[config.mk]
export PLATFORM = sky130hd
export DESIGN_NAME = bpfs_top
export DESIGN_NICKNAME = d
export VERILOG_FILES = /design/src/hw/bpfs_pkg.sv /design/src/hw/bpfs_pin_sel.sv /design/src/hw/bpfs_top.sv
export SDC_FILE = /design/constraint.sdc
export NUM_CORES = 1
export LEC_CHECK = 0
export BUFFER_PORTS_ARGS = -buffer_cell sky130_fd_sc_hd__buf_2
export CORE_ASPECT_RATIO = 0.6
export CORE_MARGIN = 3
export CORE_UTILIZATION = 38
export DETAILED_ROUTE_END_ITERATION = 10
export PLACE_DENSITY = 0.88
export SLEW_MARGIN = 20
export SYNTH_ARGS = -nofsm -noshare
export SYNTH_HDL_FRONTEND = slang
export SYNTH_SLANG_ARGS = --single-unit
export TNS_END_PERCENT = 5
[constraint.sdc]
create_clock -name clk_i -period 1.4 [get_ports clk_i]
set_input_delay 0.21 -clock clk_i [delete_from_list [all_inputs] [get_ports clk_i]]
set_output_delay 0.21 -clock clk_i [all_outputs]
set_load 0.02 [all_outputs]
[src/hw/bpfs_pkg.sv]
// Constants, types and register map for the bus port pin function select.
// Assumes a classic Wishbone slave with 32-bit data and byte addresses.
//
// Behaviour
// - Port E bit 6 set routes pin E3 to sync A, else GPIO.
// - Port E bit 4 set routes pin E2 to sync B, else GPIO.
// - Size functions on E3 and E2 follow only the size-pins enable.
// - E1 field bits 3:2: 0x GPIO, 10 sync A, 11 transfer start.
// - E0 field bits 1:0: 0x GPIO, 10 sync B, 11 transfer in progress.
// - Port E fields reset to all ones in master mode, zeros otherwise.
// - F bit 7 set gives address 23 or chip select 6, else GPIO.
// - F bit 6 set gives address 22 or chip select 5, else GPIO.
// - F bit 5 set gives address 21 or chip select 4, else GPIO.
// - Port F bits 4:0 read zero; writes to them are ignored.
// - Port F assign bits reset to one in master mode, else zero.
// - Port J bits 7:4 route pins to byte strobes 3:0, else GPIO.
// - Port J bits 3:0 route pins to chip selects 3:0, else GPIO.
// - Port J bits reset to one in master mode, else zero; stay R/W.

package bpfs_pkg;

  // ----------------------------------------------------------------
  // Bus geometry
  // ----------------------------------------------------------------
  localparam int unsigned ADR_W = 24;
  localparam int unsigned DAT_W = 32;

  // ----------------------------------------------------------------
  // Register indices, byte address is four times the index
  // ----------------------------------------------------------------
  localparam logic [ADR_W-1:0] PORT_E_IDX = 24'h10_0052;
  localparam logic [ADR_W-1:0] PORT_F_IDX = 24'h10_0051;
  localparam logic [ADR_W-1:0] PORT_J_IDX = 24'h10_0054;

  // ----------------------------------------------------------------
  // Field positions
  // ----------------------------------------------------------------
  localparam int unsigned E3_POS = 6;
  localparam int unsigned E2_POS = 4;
  localparam int unsigned E1_LSB = 2;
  localparam int unsigned E0_LSB = 0;
  localparam int unsigned F_LSB  = 5;
  localparam int unsigned F_CNT  = 3;
  localparam int unsigned J_CNT  = 8;
  localparam int unsigned J_BS_LSB = 4;

  // ----------------------------------------------------------------
  // Write masks and reset values
  // ----------------------------------------------------------------
  localparam logic [15:0] PE_WMASK      = 16'h005f;
  localparam logic [15:0] PE_RST_MASTER = 16'h005f;
  localparam logic [15:0] PE_RST_SINGLE = 16'h0000;
  localparam logic [7:0]  PF_WMASK      = 8'he0;
  localparam logic [7:0]  PF_RST_MASTER = 8'he0;
  localparam logic [7:0]  PF_RST_SINGLE = 8'h00;
  localparam logic [7:0]  PJ_WMASK      = 8'hff;
  localparam logic [7:0]  PJ_RST_MASTER = 8'hff;
  localparam logic [7:0]  PJ_RST_SINGLE = 8'h00;

  // ----------------------------------------------------------------
  // Two-bit field codes
  // ----------------------------------------------------------------
  localparam logic [1:0] PAIR_ALT  = 2'h2;
  localparam logic [1:0] PAIR_PRIM = 2'h3;

  // ----------------------------------------------------------------
  // Pin map: E0..E3, F5..F7, J0..J7
  // ----------------------------------------------------------------
  localparam int unsigned PIN_E_BASE = 0;
  localparam int unsigned PIN_F_BASE = 4;
  localparam int unsigned PIN_J_BASE = 7;
  localparam int unsigned PIN_COUNT  = 15;
  localparam int unsigned E_CNT      = 4;

  typedef enum logic [1:0] {
    ROLE_GPIO,
    ROLE_ALT,
    ROLE_PRIM
  } bpfs_role_t;

endpackage

[src/hw/bpfs_pin_sel.sv]
// One pin's output selector: bus function or port GPIO logic.
// Assumes role, sources and GPIO controls come from the same clock domain.

module bpfs_pin_sel
  import bpfs_pkg::*;
(
  input  wire bpfs_role_t role_i,
  input  wire logic       prim_i,
  input  wire logic       alt_i,
  input  wire logic       gpio_out_i,
  input  wire logic       gpio_dir_i,
  output logic            pin_o,
  output logic            oe_n_o
);

  // ----------------------------------------------------------------
  // Output selection
  // ----------------------------------------------------------------
  always_comb begin
    case (role_i)
      ROLE_PRIM: begin
        pin_o  = prim_i;
        oe_n_o = 1'b0;
      end
      ROLE_ALT: begin
        pin_o  = alt_i;
        oe_n_o = 1'b0;
      end
      ROLE_GPIO: begin
        pin_o  = gpio_out_i;
        oe_n_o = ~gpio_dir_i;
      end
      default: begin
        pin_o  = gpio_out_i;
        oe_n_o = 1'b1;
      end
    endcase
  end

endmodule

[src/hw/bpfs_top.sv]
// Function select registers and pin multiplexer for ports E, F and J.
// Assumes a classic Wishbone master, a mode strap valid during reset,
// and bus-function signals from logic on clk_i.

module bpfs_top
  import bpfs_pkg::*;
(
  input  wire logic             clk_i,
  input  wire logic             rst_i,
  // Wishbone slave
  input  wire logic             cyc_i,
  input  wire logic             stb_i,
  input  wire logic             we_i,
  input  wire logic [ADR_W-1:0] adr_i,
  input  wire logic [3:0]       sel_i,
  input  wire logic [DAT_W-1:0] dat_i,
  output logic      [DAT_W-1:0] dat_o,
  output logic                  ack_o,
  // Chip configuration
  input  wire logic             master_mode_i,
  input  wire logic             size_pins_enable_i,
  input  wire logic             chip_select_mode_i,
  // Bus functions
  input  wire logic             sync_a_signal_i,
  input  wire logic             sync_b_signal_i,
  input  wire logic             transfer_start_i,
  input  wire logic             transfer_in_progress_i,
  input  wire logic             transfer_size_hi_i,
  input  wire logic             transfer_size_lo_i,
  input  wire logic [2:0]       address_hi_i,
  input  wire logic [6:0]       chip_select_i,
  input  wire logic [3:0]       byte_strobe_i,
  // Port GPIO logic
  input  wire logic [3:0]       gpio_e_out_i,
  input  wire logic [3:0]       gpio_e_dir_i,
  output logic      [3:0]       gpio_e_in_o,
  input  wire logic [2:0]       gpio_f_out_i,
  input  wire logic [2:0]       gpio_f_dir_i,
  output logic      [2:0]       gpio_f_in_o,
  input  wire logic [7:0]       gpio_j_out_i,
  input  wire logic [7:0]       gpio_j_dir_i,
  output logic      [7:0]       gpio_j_in_o,
  // Pins
  input  wire logic [3:0]       pin_e_i,
  output logic      [3:0]       pin_e_o,
  output logic      [3:0]       pin_e_oe_n_o,
  input  wire logic [2:0]       pin_f_i,
  output logic      [2:0]       pin_f_o,
  output logic      [2:0]       pin_f_oe_n_o,
  input  wire logic [7:0]       pin_j_i,
  output logic      [7:0]       pin_j_o,
  output logic      [7:0]       pin_j_oe_n_o
);

  // ----------------------------------------------------------------
  // Helpers
  // ----------------------------------------------------------------
  function automatic logic reg_hit(input logic [ADR_W-1:0] adr,
                                   input logic [ADR_W-1:0] idx);
    return adr[ADR_W-1:2] == idx[ADR_W-3:0];
  endfunction

  function automatic bpfs_role_t bit_role(input logic       b,
                                          input bpfs_role_t on);
    return b ? on : ROLE_GPIO;
  endfunction

  function automatic bpfs_role_t pair_role(input logic [1:0] f);
    bpfs_role_t r;
    r = ROLE_GPIO;
    if (f == PAIR_PRIM) begin
      r = ROLE_PRIM;
    end else if (f == PAIR_ALT) begin
      r = ROLE_ALT;
    end
    return r;
  endfunction

  // ----------------------------------------------------------------
  // Registers and signals
  // ----------------------------------------------------------------
  logic [15:0]          port_e_function_select;
  logic [7:0]           port_f_function_select;
  logic [7:0]           port_j_function_select;
  logic                 bus_req;
  logic                 bus_wr;
  logic                 hit_e;
  logic                 hit_f;
  logic                 hit_j;
  logic [DAT_W-1:0]     rd_word;
  bpfs_role_t           role [PIN_COUNT];
  logic [PIN_COUNT-1:0] prim;
  logic [PIN_COUNT-1:0] alt;
  logic [PIN_COUNT-1:0] gpio_out;
  logic [PIN_COUNT-1:0] gpio_dir;
  logic [PIN_COUNT-1:0] next_pin;
  logic [PIN_COUNT-1:0] next_oe_n;
  logic [PIN_COUNT-1:0] pin_q;
  logic [PIN_COUNT-1:0] oe_n_q;
  logic [PIN_COUNT-1:0] pin_meta;
  logic [PIN_COUNT-1:0] pin_sync;

  // ----------------------------------------------------------------
  // Wishbone decode and handshake
  // ----------------------------------------------------------------
  assign bus_req = cyc_i & stb_i;
  assign bus_wr  = bus_req & we_i & ack_o;
  assign hit_e   = reg_hit(adr_i, PORT_E_IDX);
  assign hit_f   = reg_hit(adr_i, PORT_F_IDX);
  assign hit_j   = reg_hit(adr_i, PORT_J_IDX);

  always_comb begin
    rd_word = '0;
    if (hit_e) begin
      rd_word[15:0] = port_e_function_select;
    end else if (hit_f) begin
      rd_word[7:0] = port_f_function_select;
    end else if (hit_j) begin
      rd_word[7:0] = port_j_function_select;
    end
  end

  always_ff @(posedge clk_i) begin
    if (rst_i) begin
      ack_o <= 1'b0;
    end else begin
      ack_o <= bus_req & ~ack_o;
    end
  end

  always_ff @(posedge clk_i) begin
    if (rst_i) begin
      dat_o <= '0;
    end else if (bus_req & ~ack_o) begin
      dat_o <= rd_word;
    end
  end

  // ----------------------------------------------------------------
  // Function select registers
  // ----------------------------------------------------------------
  // E reset by mode
  always_ff @(posedge clk_i) begin
    if (rst_i) begin
      port_e_function_select <= master_mode_i ? PE_RST_MASTER
                                              : PE_RST_SINGLE;
    end else if (bus_wr & hit_e & sel_i[0]) begin
      port_e_function_select <= dat_i[15:0] & PE_WMASK;
    end
  end

  always_ff @(posedge clk_i) begin
    if (rst_i) begin
      port_f_function_select <= master_mode_i ? PF_RST_MASTER
                                              : PF_RST_SINGLE;
    end else if (bus_wr & hit_f & sel_i[0]) begin
      port_f_function_select <= dat_i[7:0] & PF_WMASK;
    end
  end

  always_ff @(posedge clk_i) begin
    if (rst_i) begin
      port_j_function_select <= master_mode_i ? PJ_RST_MASTER
                                              : PJ_RST_SINGLE;
    end else if (bus_wr & hit_j & sel_i[0]) begin
      port_j_function_select <= dat_i[7:0] & PJ_WMASK;
    end
  end

  // ----------------------------------------------------------------
  // Role selection
  // ----------------------------------------------------------------
  always_comb begin
    for (int k = 0; k < PIN_COUNT; k++) begin
      role[k] = ROLE_GPIO;
    end
    prim = '0;
    alt  = '0;
    role[PIN_E_BASE]   = pair_role(port_e_function_select[E0_LSB +: 2]);
    prim[PIN_E_BASE]   = transfer_in_progress_i;
    alt[PIN_E_BASE]    = sync_b_signal_i;
    role[PIN_E_BASE+1] = pair_role(port_e_function_select[E1_LSB +: 2]);
    prim[PIN_E_BASE+1] = transfer_start_i;
    alt[PIN_E_BASE+1]  = sync_a_signal_i;
    role[PIN_E_BASE+2] = bit_role(port_e_function_select[E2_POS],
                                  ROLE_ALT);
    alt[PIN_E_BASE+2]  = sync_b_signal_i;
    prim[PIN_E_BASE+2] = transfer_size_lo_i;
    role[PIN_E_BASE+3] = bit_role(port_e_function_select[E3_POS],
                                  ROLE_ALT);
    alt[PIN_E_BASE+3]  = sync_a_signal_i;
    prim[PIN_E_BASE+3] = transfer_size_hi_i;
    if (size_pins_enable_i) begin
      role[PIN_E_BASE+2] = ROLE_PRIM;
      role[PIN_E_BASE+3] = ROLE_PRIM;
    end
    for (int k = 0; k < F_CNT; k++) begin
      role[PIN_F_BASE+k] = bit_role(port_f_function_select[F_LSB+k],
                             chip_select_mode_i ? ROLE_ALT : ROLE_PRIM);
      prim[PIN_F_BASE+k] = address_hi_i[k];
      alt[PIN_F_BASE+k]  = chip_select_i[F_LSB-1+k];
    end
    for (int k = 0; k < J_CNT; k++) begin
      role[PIN_J_BASE+k] = bit_role(port_j_function_select[k], ROLE_PRIM);
      if (k < J_BS_LSB) begin
        prim[PIN_J_BASE+k] = chip_select_i[k];
      end else begin
        prim[PIN_J_BASE+k] = byte_strobe_i[k-J_BS_LSB];
      end
    end
  end

  // ----------------------------------------------------------------
  // Pin selectors
  // ----------------------------------------------------------------
  assign gpio_out = {gpio_j_out_i, gpio_f_out_i, gpio_e_out_i};
  assign gpio_dir = {gpio_j_dir_i, gpio_f_dir_i, gpio_e_dir_i};

  for (genvar g = 0; g < PIN_COUNT; g++) begin : g_pin
    bpfs_pin_sel u_sel (
      .role_i     (role[g]),
      .prim_i     (prim[g]),
      .alt_i      (alt[g]),
      .gpio_out_i (gpio_out[g]),
      .gpio_dir_i (gpio_dir[g]),
      .pin_o      (next_pin[g]),
      .oe_n_o     (next_oe_n[g])
    );
  end

  // Registered pad drive; released during reset
  always_ff @(posedge clk_i) begin
    if (rst_i) begin
      pin_q  <= '0;
      oe_n_q <= '1;
    end else begin
      pin_q  <= next_pin;
      oe_n_q <= next_oe_n;
    end
  end

  assign pin_e_o      = pin_q[PIN_E_BASE +: E_CNT];
  assign pin_e_oe_n_o = oe_n_q[PIN_E_BASE +: E_CNT];
  assign pin_f_o      = pin_q[PIN_F_BASE +: F_CNT];
  assign pin_f_oe_n_o = oe_n_q[PIN_F_BASE +: F_CNT];
  assign pin_j_o      = pin_q[PIN_J_BASE +: J_CNT];
  assign pin_j_oe_n_o = oe_n_q[PIN_J_BASE +: J_CNT];

  // ----------------------------------------------------------------
  // Pin input synchronisers toward GPIO logic
  // ----------------------------------------------------------------
  always_ff @(posedge clk_i) begin
    if (rst_i) begin
      pin_meta <= '0;
      pin_sync <= '0;
    end else begin
      pin_meta <= {pin_j_i, pin_f_i, pin_e_i};
      pin_sync <= pin_meta;
    end
  end

  assign gpio_e_in_o = pin_sync[PIN_E_BASE +: E_CNT];
  assign gpio_f_in_o = pin_sync[PIN_F_BASE +: F_CNT];
  assign gpio_j_in_o = pin_sync[PIN_J_BASE +: J_CNT];
endmodule

# After elaboration in Yosys (flattened, before gate mapping)
# Cells that the tools add are included.
# totals
regBits	109
in_bits	133
output_inout_bits	78
# op_classes
eq_ne	37
n_mux	62
bitwise_logic	26
reduce_logical	33
# op_table
cell	count
$mux 8	10
$eq 22x21->1 const B	3
$pmux 1 s2	30
$eq 2x2->1 const B	19
$mux 16	2
$eq 2x1->1 const B	15
$logic_not 2->1	15
$reduce_or 2->1	15
$mux 2	14
$not 1->1	16
$and 1x1->1	10
$mux 7	1
$reduce_bool 2->1	3
$mux 1	4
$mux 4	1

# Logic depth before layout (Yosys ltp)
# Gate-level depths: netlist of run 1.
# depth
ltp_word	7
ltp_mapped	6

# Modules after synthesis
# A second synthesis of run 1 with hierarchy kept.
# unflattened
hier_cells	404
hier_area_um2	4087.7
# by_module_without_submodules
module	instances	cells_per_inst	area_each_um2	seq_area_each_um2
bpfs_top	1	269	3017.9	1891.8
bpfs_pin_sel	15	9	71.3	0.0

# Worst setup path before layout of run 1
# Ideal clock, no wire load.
# synth_path
kind	input -> register
from	in adr_i[14]
to	reg port_j_function_select[0], enable pin
t_arrival_ps	1165
t_required_ps	1074
slack_ps	-90
path_stages	4
path_buffers	0
cell_sequence	nor4_1 > and4b_2 > and3_2 > a21o_1
# synth_via
elab_chain_len	4
# synth_lines
element	line_no	rtl
start: declaration	bpfs_top.sv:14	input wire logic [ADR_W-1:0] adr_i,
$eq 22x21->1	bpfs_top.sv:60	return adr[ADR_W-1:2] == idx[ADR_W-3:0];
$and 1x1->1 (2 in a row)	bpfs_top.sv:165	end else if (bus_wr & hit_j & sel_i[0]) begin
$reduce_bool 2->1 (no source line)	--	
end signal: assignment	bpfs_top.sv:163	port_j_function_select <= master_mode_i ? PJ_RST_MASTER
end signal: assignment	bpfs_top.sv:166	port_j_function_select <= dat_i[7:0] & PJ_WMASK;
end: declaration	bpfs_top.sv:84	logic [7:0] port_j_function_select;
# Every way passes these cells.
# A chain may end at the register's enable or synchronous reset.

# Worst setup path in the final report of run 1
# layout_path
from	reg ack_o
to	reg port_e_function_select[2], enable pin
# layout_via
elab_chain_len	4
# layout_lines
element	line_no	rtl
start: declaration	bpfs_top.sv:18	output logic ack_o,
start signal: assignment	bpfs_top.sv:127	ack_o <= bus_req & ~ack_o;
$and 1x1->1	bpfs_top.sv:107	assign bus_wr = bus_req & we_i & ack_o;
$and 1x1->1 (2 in a row)	bpfs_top.sv:147	end else if (bus_wr & hit_e & sel_i[0]) begin
$reduce_bool 2->1 (no source line)	--	
end signal: assignment	bpfs_top.sv:145	port_e_function_select <= master_mode_i ? PE_RST_MASTER
end signal: assignment	bpfs_top.sv:148	port_e_function_select <= dat_i[15:0] & PE_WMASK;
end: declaration	bpfs_top.sv:82	logic [15:0] port_e_function_select;
# Every way passes these cells.

==> results.toml, run 1 <==
[grt]
track_usage_pct = 16.76
grt_pass1_wl_mm = 12.28
grt-ovfl-total = 0
grt_max_degree = 26
grt_pass1_vias = 2549
antenna_found_initial = 0

[job]
maxCapViolCount = 0

[place]
dp_slack_ns = -0.2843
post-dp-hpwl_mm = 6.401
globalplace.congestion = 0.8187
portBuffers = 157

[layout]
nFillCells = 751
regArea_sq_um = 1892
drive_above_1_share_pct = 41.85
n_antenna_cell = 0
fin_nets = 582
multi_input_area_sq_um = 1085
syn_to_final_growth_pct = 35.18

[timing]
tns_ns = 0
min_period_ns = 1.265
rsz0062_at_grt = "no"
max_freq_mhz = 790.7
slew_violations = 0
final_hold_viol_count = 0
layout_setup_ws_ns = 0.1354
finalSetupViolCount = 0
period_share_pct = 90.33
fin_skew_ns = 0.004347

[worst_hold_path]
hold_class = "in2reg"
worstHoldStart = "gpio_j_dir_i[6]"
whs_endpoint = "oe_n_q[13]"
worstHoldPathCells = 2

[floorplan]
start_util_pct = 39.70
core_sq_um = 8008
die_h_um = 76.85
io_pins = 211
dieArea_sq_um = 9536
row_count = 25
die_w_um = 124.1

[route]
drt-total-wl_mm = 8.010
avgRoutedWirePerCell_um = 14.25
vias_per_cell = 4.577
dr.pass1.iters = 4
ant_nets = 0
drcViolationCount = 0
drtIter0Drc = 120
detailroute.via_count = 2572

[yosys]
synth-edff-count = 17
synth_area_leader_cell = "dfxtp_1"
ys_types = 36
synth-main-ff-cell = "dfxtp_1"
ys_seq_area_share_pct = 59.50
synth-seq-cells = 86
syn_inst = 284
avgSynthCellArea_sq_um = 11.19
synth_warnings = 0
syn_area_sq_um = 3179
synth-async-reset-ratio_pct = 0
synth.top_cell.area_share_pct = 43.45
yosys-top-cells-area = "dfxtp_1, edfxtp_1, nor2b_1"

[worst_setup_path]
r2r-start = "ack_o"
arrival_ns = 1.29
r2r.worst_path.cells = 4
critPathMaxFanout = 6
crit_chain = "nand3_1 -> nor2_1 -> and3_2 -> a21o_2"
reg2reg_slack_ns = 0.14
crit_type = "reg2reg"
worst-path-buf-inv = 0
crit_family = "simple AND/OR/NAND/NOR gates"
crit_slowest_cell = "dfxtp_1"
crit-reg2reg-capture = "port_e_function_select[2]"
cp-start-kind = "register"
slowest_delay_ns = 0.36
cp-end-kind = "register"
crit_required_ns = 1.43

[power_and_ir_drop]
ir_worst_vdd_uv = 749.6
leakagePower_nw = 2.059
power.total_w = 0.005749
power_density_nw_per_um2 = 1338

[clocking]
numCtsBuffers = 9
ctsHtreeMaxLevel = 3
cts_resized = 0
clk_latency_ns = 0.33
clock_sinks = 86
cts_tree = "yes"
cts_root_buffer = "clkbuf_16"
clk_pin_slew_ns = 0.06
postCtsHoldBufs = 0
clock_path_buffers = 2
post_cts_buffers = 0

[run_status]
status = "finished clean"
-- registers in the layout, summed over array words and instances (netlist names), 3 cells and up --
| name | count |
|---|---|
| port_j_function_select | 8 |
| pin_sync | 15 |
| port_e_function_select | 6 |
| oe_n_q | 15 |
| port_f_function_select | 3 |
| pin_meta | 15 |
| dat_o | 8 |
| pin_q | 15 |
-- worst max-delay path by stage --
stage                          from                   endpoint  slack [ns]  depth (start not counted)
after detailed placement  adr_i[14]  port_e_function_select[0]       -0.28                          5
final                         ack_o  port_e_function_select[2]        0.14                          4
after global placement    adr_i[14]  port_e_function_select[0]       -0.22                          5
after floorplan           adr_i[14]  port_e_function_select[0]       -0.06                          4
after CTS                     ack_o  port_e_function_select[4]        0.03                          4
after global routing          ack_o  port_e_function_select[2]        0.02                          4
-- cells in the mapped netlist (2+ instances only) --
library cell	count
mux2i_1	15
o21ai_0	8
o21bai_1	13
nor2b_1	32
nor3_1	2
edfxtp_1	17
a211oi_1	5
dfxtp_1	69
buf_4	25
or2_2	2
a22o_1	2
nand4_1	12
clkbuf_1	7
inv_1	9
a21o_1	2
buf_6	4
nor4_1	2
nor2_1	28
nand2_1	5
a311oi_1	5
a21oi_1	5
-- routing by layer --
metal | GRT usage, % | routed length, um
met5 | 0 | 0
met4 | 3.934 | 41
met3 | 5.822 | 750
met2 | 27.64 | 3813
met1 | 21.10 | 3405
-- metrics by stage --
| stage | utilization [%] | cells | hold WS [ns] | instance area (sq um) |
|---|---|---|---|---|
| finish | 53.67 | 562 | 0.05487 | 4298 |
| global route | 53.67 | 562 | 0.03948 | 4298 |
| CTS | 53.66 | 562 | 0.04458 | 4297 |
| detailed placement | 50.11 | 546 | 0.3928 | 4013 |
| global placement | 50.11 | 546 | 0.3872 | 4013 |
| floorplan | - | 307 | 0.3005 | 3273 |
-- cell families after synthesis --
kind of cell / Yosys count / share of synthesized area (%)
AO/OA/AOI/OAI: 43 / 9.563
buffers and inverters: 46 / 9.366
flip-flops: 86 / 59.50
multiplexers: 15 / 4.722
other: 1 / 0.1180
AND/OR/NAND/NOR: 93 / 16.73
-- layout by cell type (no fill, tap or decap), drive strengths merged, types with 5 or more instances in the layout --
cell type  netlist  routed
conb             1      24
nor2b           32      32
o21bai          13      13
a311oi           5       5
clkbuf           7      13
a21oi            5       5
nand4           12      12
o21ai            8       8
nor2            28      28
edfxtp          17      17
mux2i           15      15
a211oi           5       5
inv              9      10
nand2            5       5
buf             30     168
dfxtp           69      69
-- power by group --
part / leakage [nW] / internal, W / total [W] / switching [W]
logic: 1.19 / 0.000289 / 0.000685 / 0.000397
registers: 0.739 / 0.00270 / 0.00279 / 0.0000895
clock network: 0.134 / 0.00139 / 0.00227 / 0.000888
total: 2.06 / 0.00438 / 0.00575 / 0.00137
-- cell type report --
type,instances,share of cell area (%)
clock inverter,3,1.019
timing repair buffer,168,20.20
sequential,86,44.02
tap,108,3.144
multi-input combinational,175,25.24
inverter,9,0.7860
clock buffer,13,5.590
(Power assumes the default switching activity.)
==> run 2, diff against run 1 <==
--- a/config.mk
+++ b/config.mk
@@ -8,11 +8,13 @@
 export BUFFER_PORTS_ARGS = -buffer_cell sky130_fd_sc_hd__buf_2
 export CORE_ASPECT_RATIO = 0.6
 export CORE_MARGIN = 3
-export CORE_UTILIZATION = 38
+export CORE_UTILIZATION = 41
 export DETAILED_ROUTE_END_ITERATION = 10
-export PLACE_DENSITY = 0.88
+export MAX_ROUTING_LAYER = met4
+export PLACE_DENSITY = 0.87
 export SLEW_MARGIN = 20
 export SYNTH_ARGS = -nofsm -noshare
 export SYNTH_HDL_FRONTEND = slang
+export SYNTH_HIERARCHICAL = 1
 export SYNTH_SLANG_ARGS = --single-unit
 export TNS_END_PERCENT = 5
==> results.toml, run 2 <==
[run_status]
status = "finished, violations left"
failed_checks = "negative setup slack"

[timing]
min_period_ns = 1.445
layout_setup_ws_ns = -0.04514
slew_violations = 0
final_hold_viol_count = 0
period_share_pct = 103.2
rsz0062_at_grt = "yes"
whs_ns = 0.07432
finalSetupViolCount = 21
fin_skew_ns = 0.004346
max_freq_mhz = 692.0

[place]
post-dp-hpwl_mm = 8.181
dp.cells = 721
globalplace.congestion = 0.8778
placed_area_sq_um = 5164
portBuffers = 157

[worst_hold_path]
worstHoldStart = "pin_j_i[3]"
whs_endpoint = "pin_meta[10]"
hold_class = "in2reg"
worstHoldPathCells = 2

[layout]
final_common_cell = "buf_2"
fin_nets = 784
final_cell_mix = "buf_2, dfxtp_1, conb_1"
drive_above_1_share_pct = 41.24
final_area_sq_um = 5702
n_antenna_cell = 0
layoutNonFillerInstCount = 741
syn_to_final_growth_pct = 39.49

[clocking]
numCtsBuffers = 9
clk_latency_ns = 0.34
cts_tree = "yes"
cts_root_buffer = "clkbuf_16"
ctsHtreeMaxLevel = 3
clk_pin_slew_ns = 0.07
clock_sinks = 86
clock_path_buffers = 2

[route]
drtIter0Drc = 117
ant_nets = 0
avgRoutedWirePerCell_um = 13.90
drcViolationCount = 0
vias_per_cell = 4.561
detailroute.via_count = 3380
drt-total-wl_mm = 10.30
dr.pass1.iters = 5

[power_and_ir_drop]
leakagePower_nw = 2.764
power_density_nw_per_um2 = 1127
ir_worst_vdd_uv = 625.5

[grt]
grt_pass1_wl_mm = 16.24
grt-ovfl-total = 0
grt_pass1_vias = 3420
track_usage_pct = 19.05
grt_max_degree = 43
antenna_found_initial = 0

[floorplan]
io_pins = 211
start_util_pct = 43.37
row_count = 27
die_w_um = 134.9
die_h_um = 83.35
core_sq_um = 9425
dieArea_sq_um = 11240

[worst_setup_path]
crit_slowest_cell = "or4_4"
r2r.worst_path.cells = 5
cp-start-kind = "input port"
slowest_delay_ns = 0.54
reg2reg_slack_ns = -0.03
cp-end-kind = "register"
crit-reg2reg-capture = "oe_n_q[1]"
r2r-start = "port_e_function_select[2]"
arrival_ns = 1.50
crit_chain = "buf_6 -> or4_4 -> nor3_4 -> and3_4 -> a21o_4"
critPathMaxFanout = 8
crit_required_ns = 1.45
crit_type = "in2reg"

[yosys]
synth-seq-cells = 86
synth-async-reset-ratio_pct = 0
synth.top_cell.area_share_pct = 33.79
avgSynthCellArea_sq_um = 10.12
syn_inst = 404
yosysMostFrequentCell = "dfxtp_1"
synth-main-ff-cell = "dfxtp_1"
yosys-top-cells-area = "dfxtp_1, ha_1, edfxtp_1"
ys_seq_area_share_pct = 46.28
syn_area_sq_um = 4088
synth_warnings = 6
ys_types = 35
synth-edff-count = 17
synth_area_leader_cell = "dfxtp_1"
synthTopCellsByCount = "dfxtp_1, nor2b_1, ha_1"

[job]
maxCapViolCount = 0
-- run 2: cell types whose count changed after synthesis, sizes merged, moves of 4 or more --
cell | previous run | this run
o21bai | 13 | 0
nor2b | 32 | 54
a22oi | 0 | 15
ha | 0 | 45
buf | 30 | 25
a211oi | 5 | 0
a21oi | 5 | 18
and2 | 0 | 5
or2 | 2 | 15
inv | 9 | 39
clkbuf | 7 | 11
-- run 2: timing repair --
item | in CTS | in global routing
pin swaps | 5 | 8
buffers inserted | 1 | 3
cloned | 0 | 0
endpoints found under the setup margin | 27 | 38
gates resized for setup | 16 | 29
hold buffers | 0 | 0
-- run 2: layer usage --
| metal | vias up | routed length (um) | track usage, % |
|---|---|---|---|
| li1 | 1687 | - | - |
| met3 | 15 | 953 | 4.903 |
| met5 | - | 0 | - |
| met2 | 140 | 5183 | 33.15 |
| met1 | 1538 | 4003 | 21.71 |
| met4 | 0 | 157 | 5.360 |
-- run 2: kinds of logic (layout without fill, tap and decap cells) --
logic type               Yosys count  after routing  synth area share [%]
adder cells (fa/ha/maj)           45             45                 13.77
AND/OR/NAND/NOR                  129            129                 18.43
buffers and inverters             75            235                 9.274
multiplexers                      15             15                 3.673
AO/OA/AOI/OAI                     53             53                 8.479
other                              1             48               0.09174
flip-flops                        86             86                 46.28
-- run 2: worst max-delay path by stage --
stage	start	to	slack (ns)	cells after the start
after global routing	port_e_function_select[3]	pin_q[1]	-0.10	6
after floorplan	adr_i[19]	port_e_function_select[0]	-0.35	4
final	adr_i[19]	port_j_function_select[1]	-0.05	5
after detailed placement	adr_i[19]	port_e_function_select[3]	-0.47	5
after CTS	port_e_function_select[3]	pin_q[1]	-0.04	6
after global placement	adr_i[19]	port_e_function_select[3]	-0.42	5
-- run 2: power by group --
group / internal, W / total (W) / leakage (nW) / switching [W]
Sequential: 0.00273 / 0.00282 / 0.738 / 0.0000907
Clock: 0.00126 / 0.00234 / 0.146 / 0.00108
Combinational: 0.000586 / 0.00127 / 1.88 / 0.000681
-- run 2: through the flow --
stage	util (%)	total power, W	setup TNS (ns)	worst slack, ns
2_1_floorplan	-	0.003594	-6.188	-0.3478
3_3_place_gp	54.79	0.003955	-8.356	-0.4173
3_5_place_dp	54.79	0.004009	-9.726	-0.4675
4_1_cts	58.91	0.006385	-0.3428	-0.03647
5_1_grt	60.49	0.006730	-1.867	-0.1020
6_report	60.49	0.006426	-0.6240	-0.04514
-- run 2: worst max-delay path: cells and delay by family --
kind | cells | cell delay (ns)
AO/OA/AOI/OAI | 1 | 0.18
buffers and inverters | 1 | 0.09
AND/OR/NAND/NOR | 3 | 1.01
-- run 2: area by class of cell --
class | instances | area (sq um)
repair buffers | 180 | 993.5
multi-input cells | 290 | 2211
clock buffers | 9 | 225.2
clock inverters | 7 | 71.32
fillers | 797 | 3724
inverters | 39 | 146.4
flip-flops and latches | 86 | 1892
well taps | 130 | 162.7
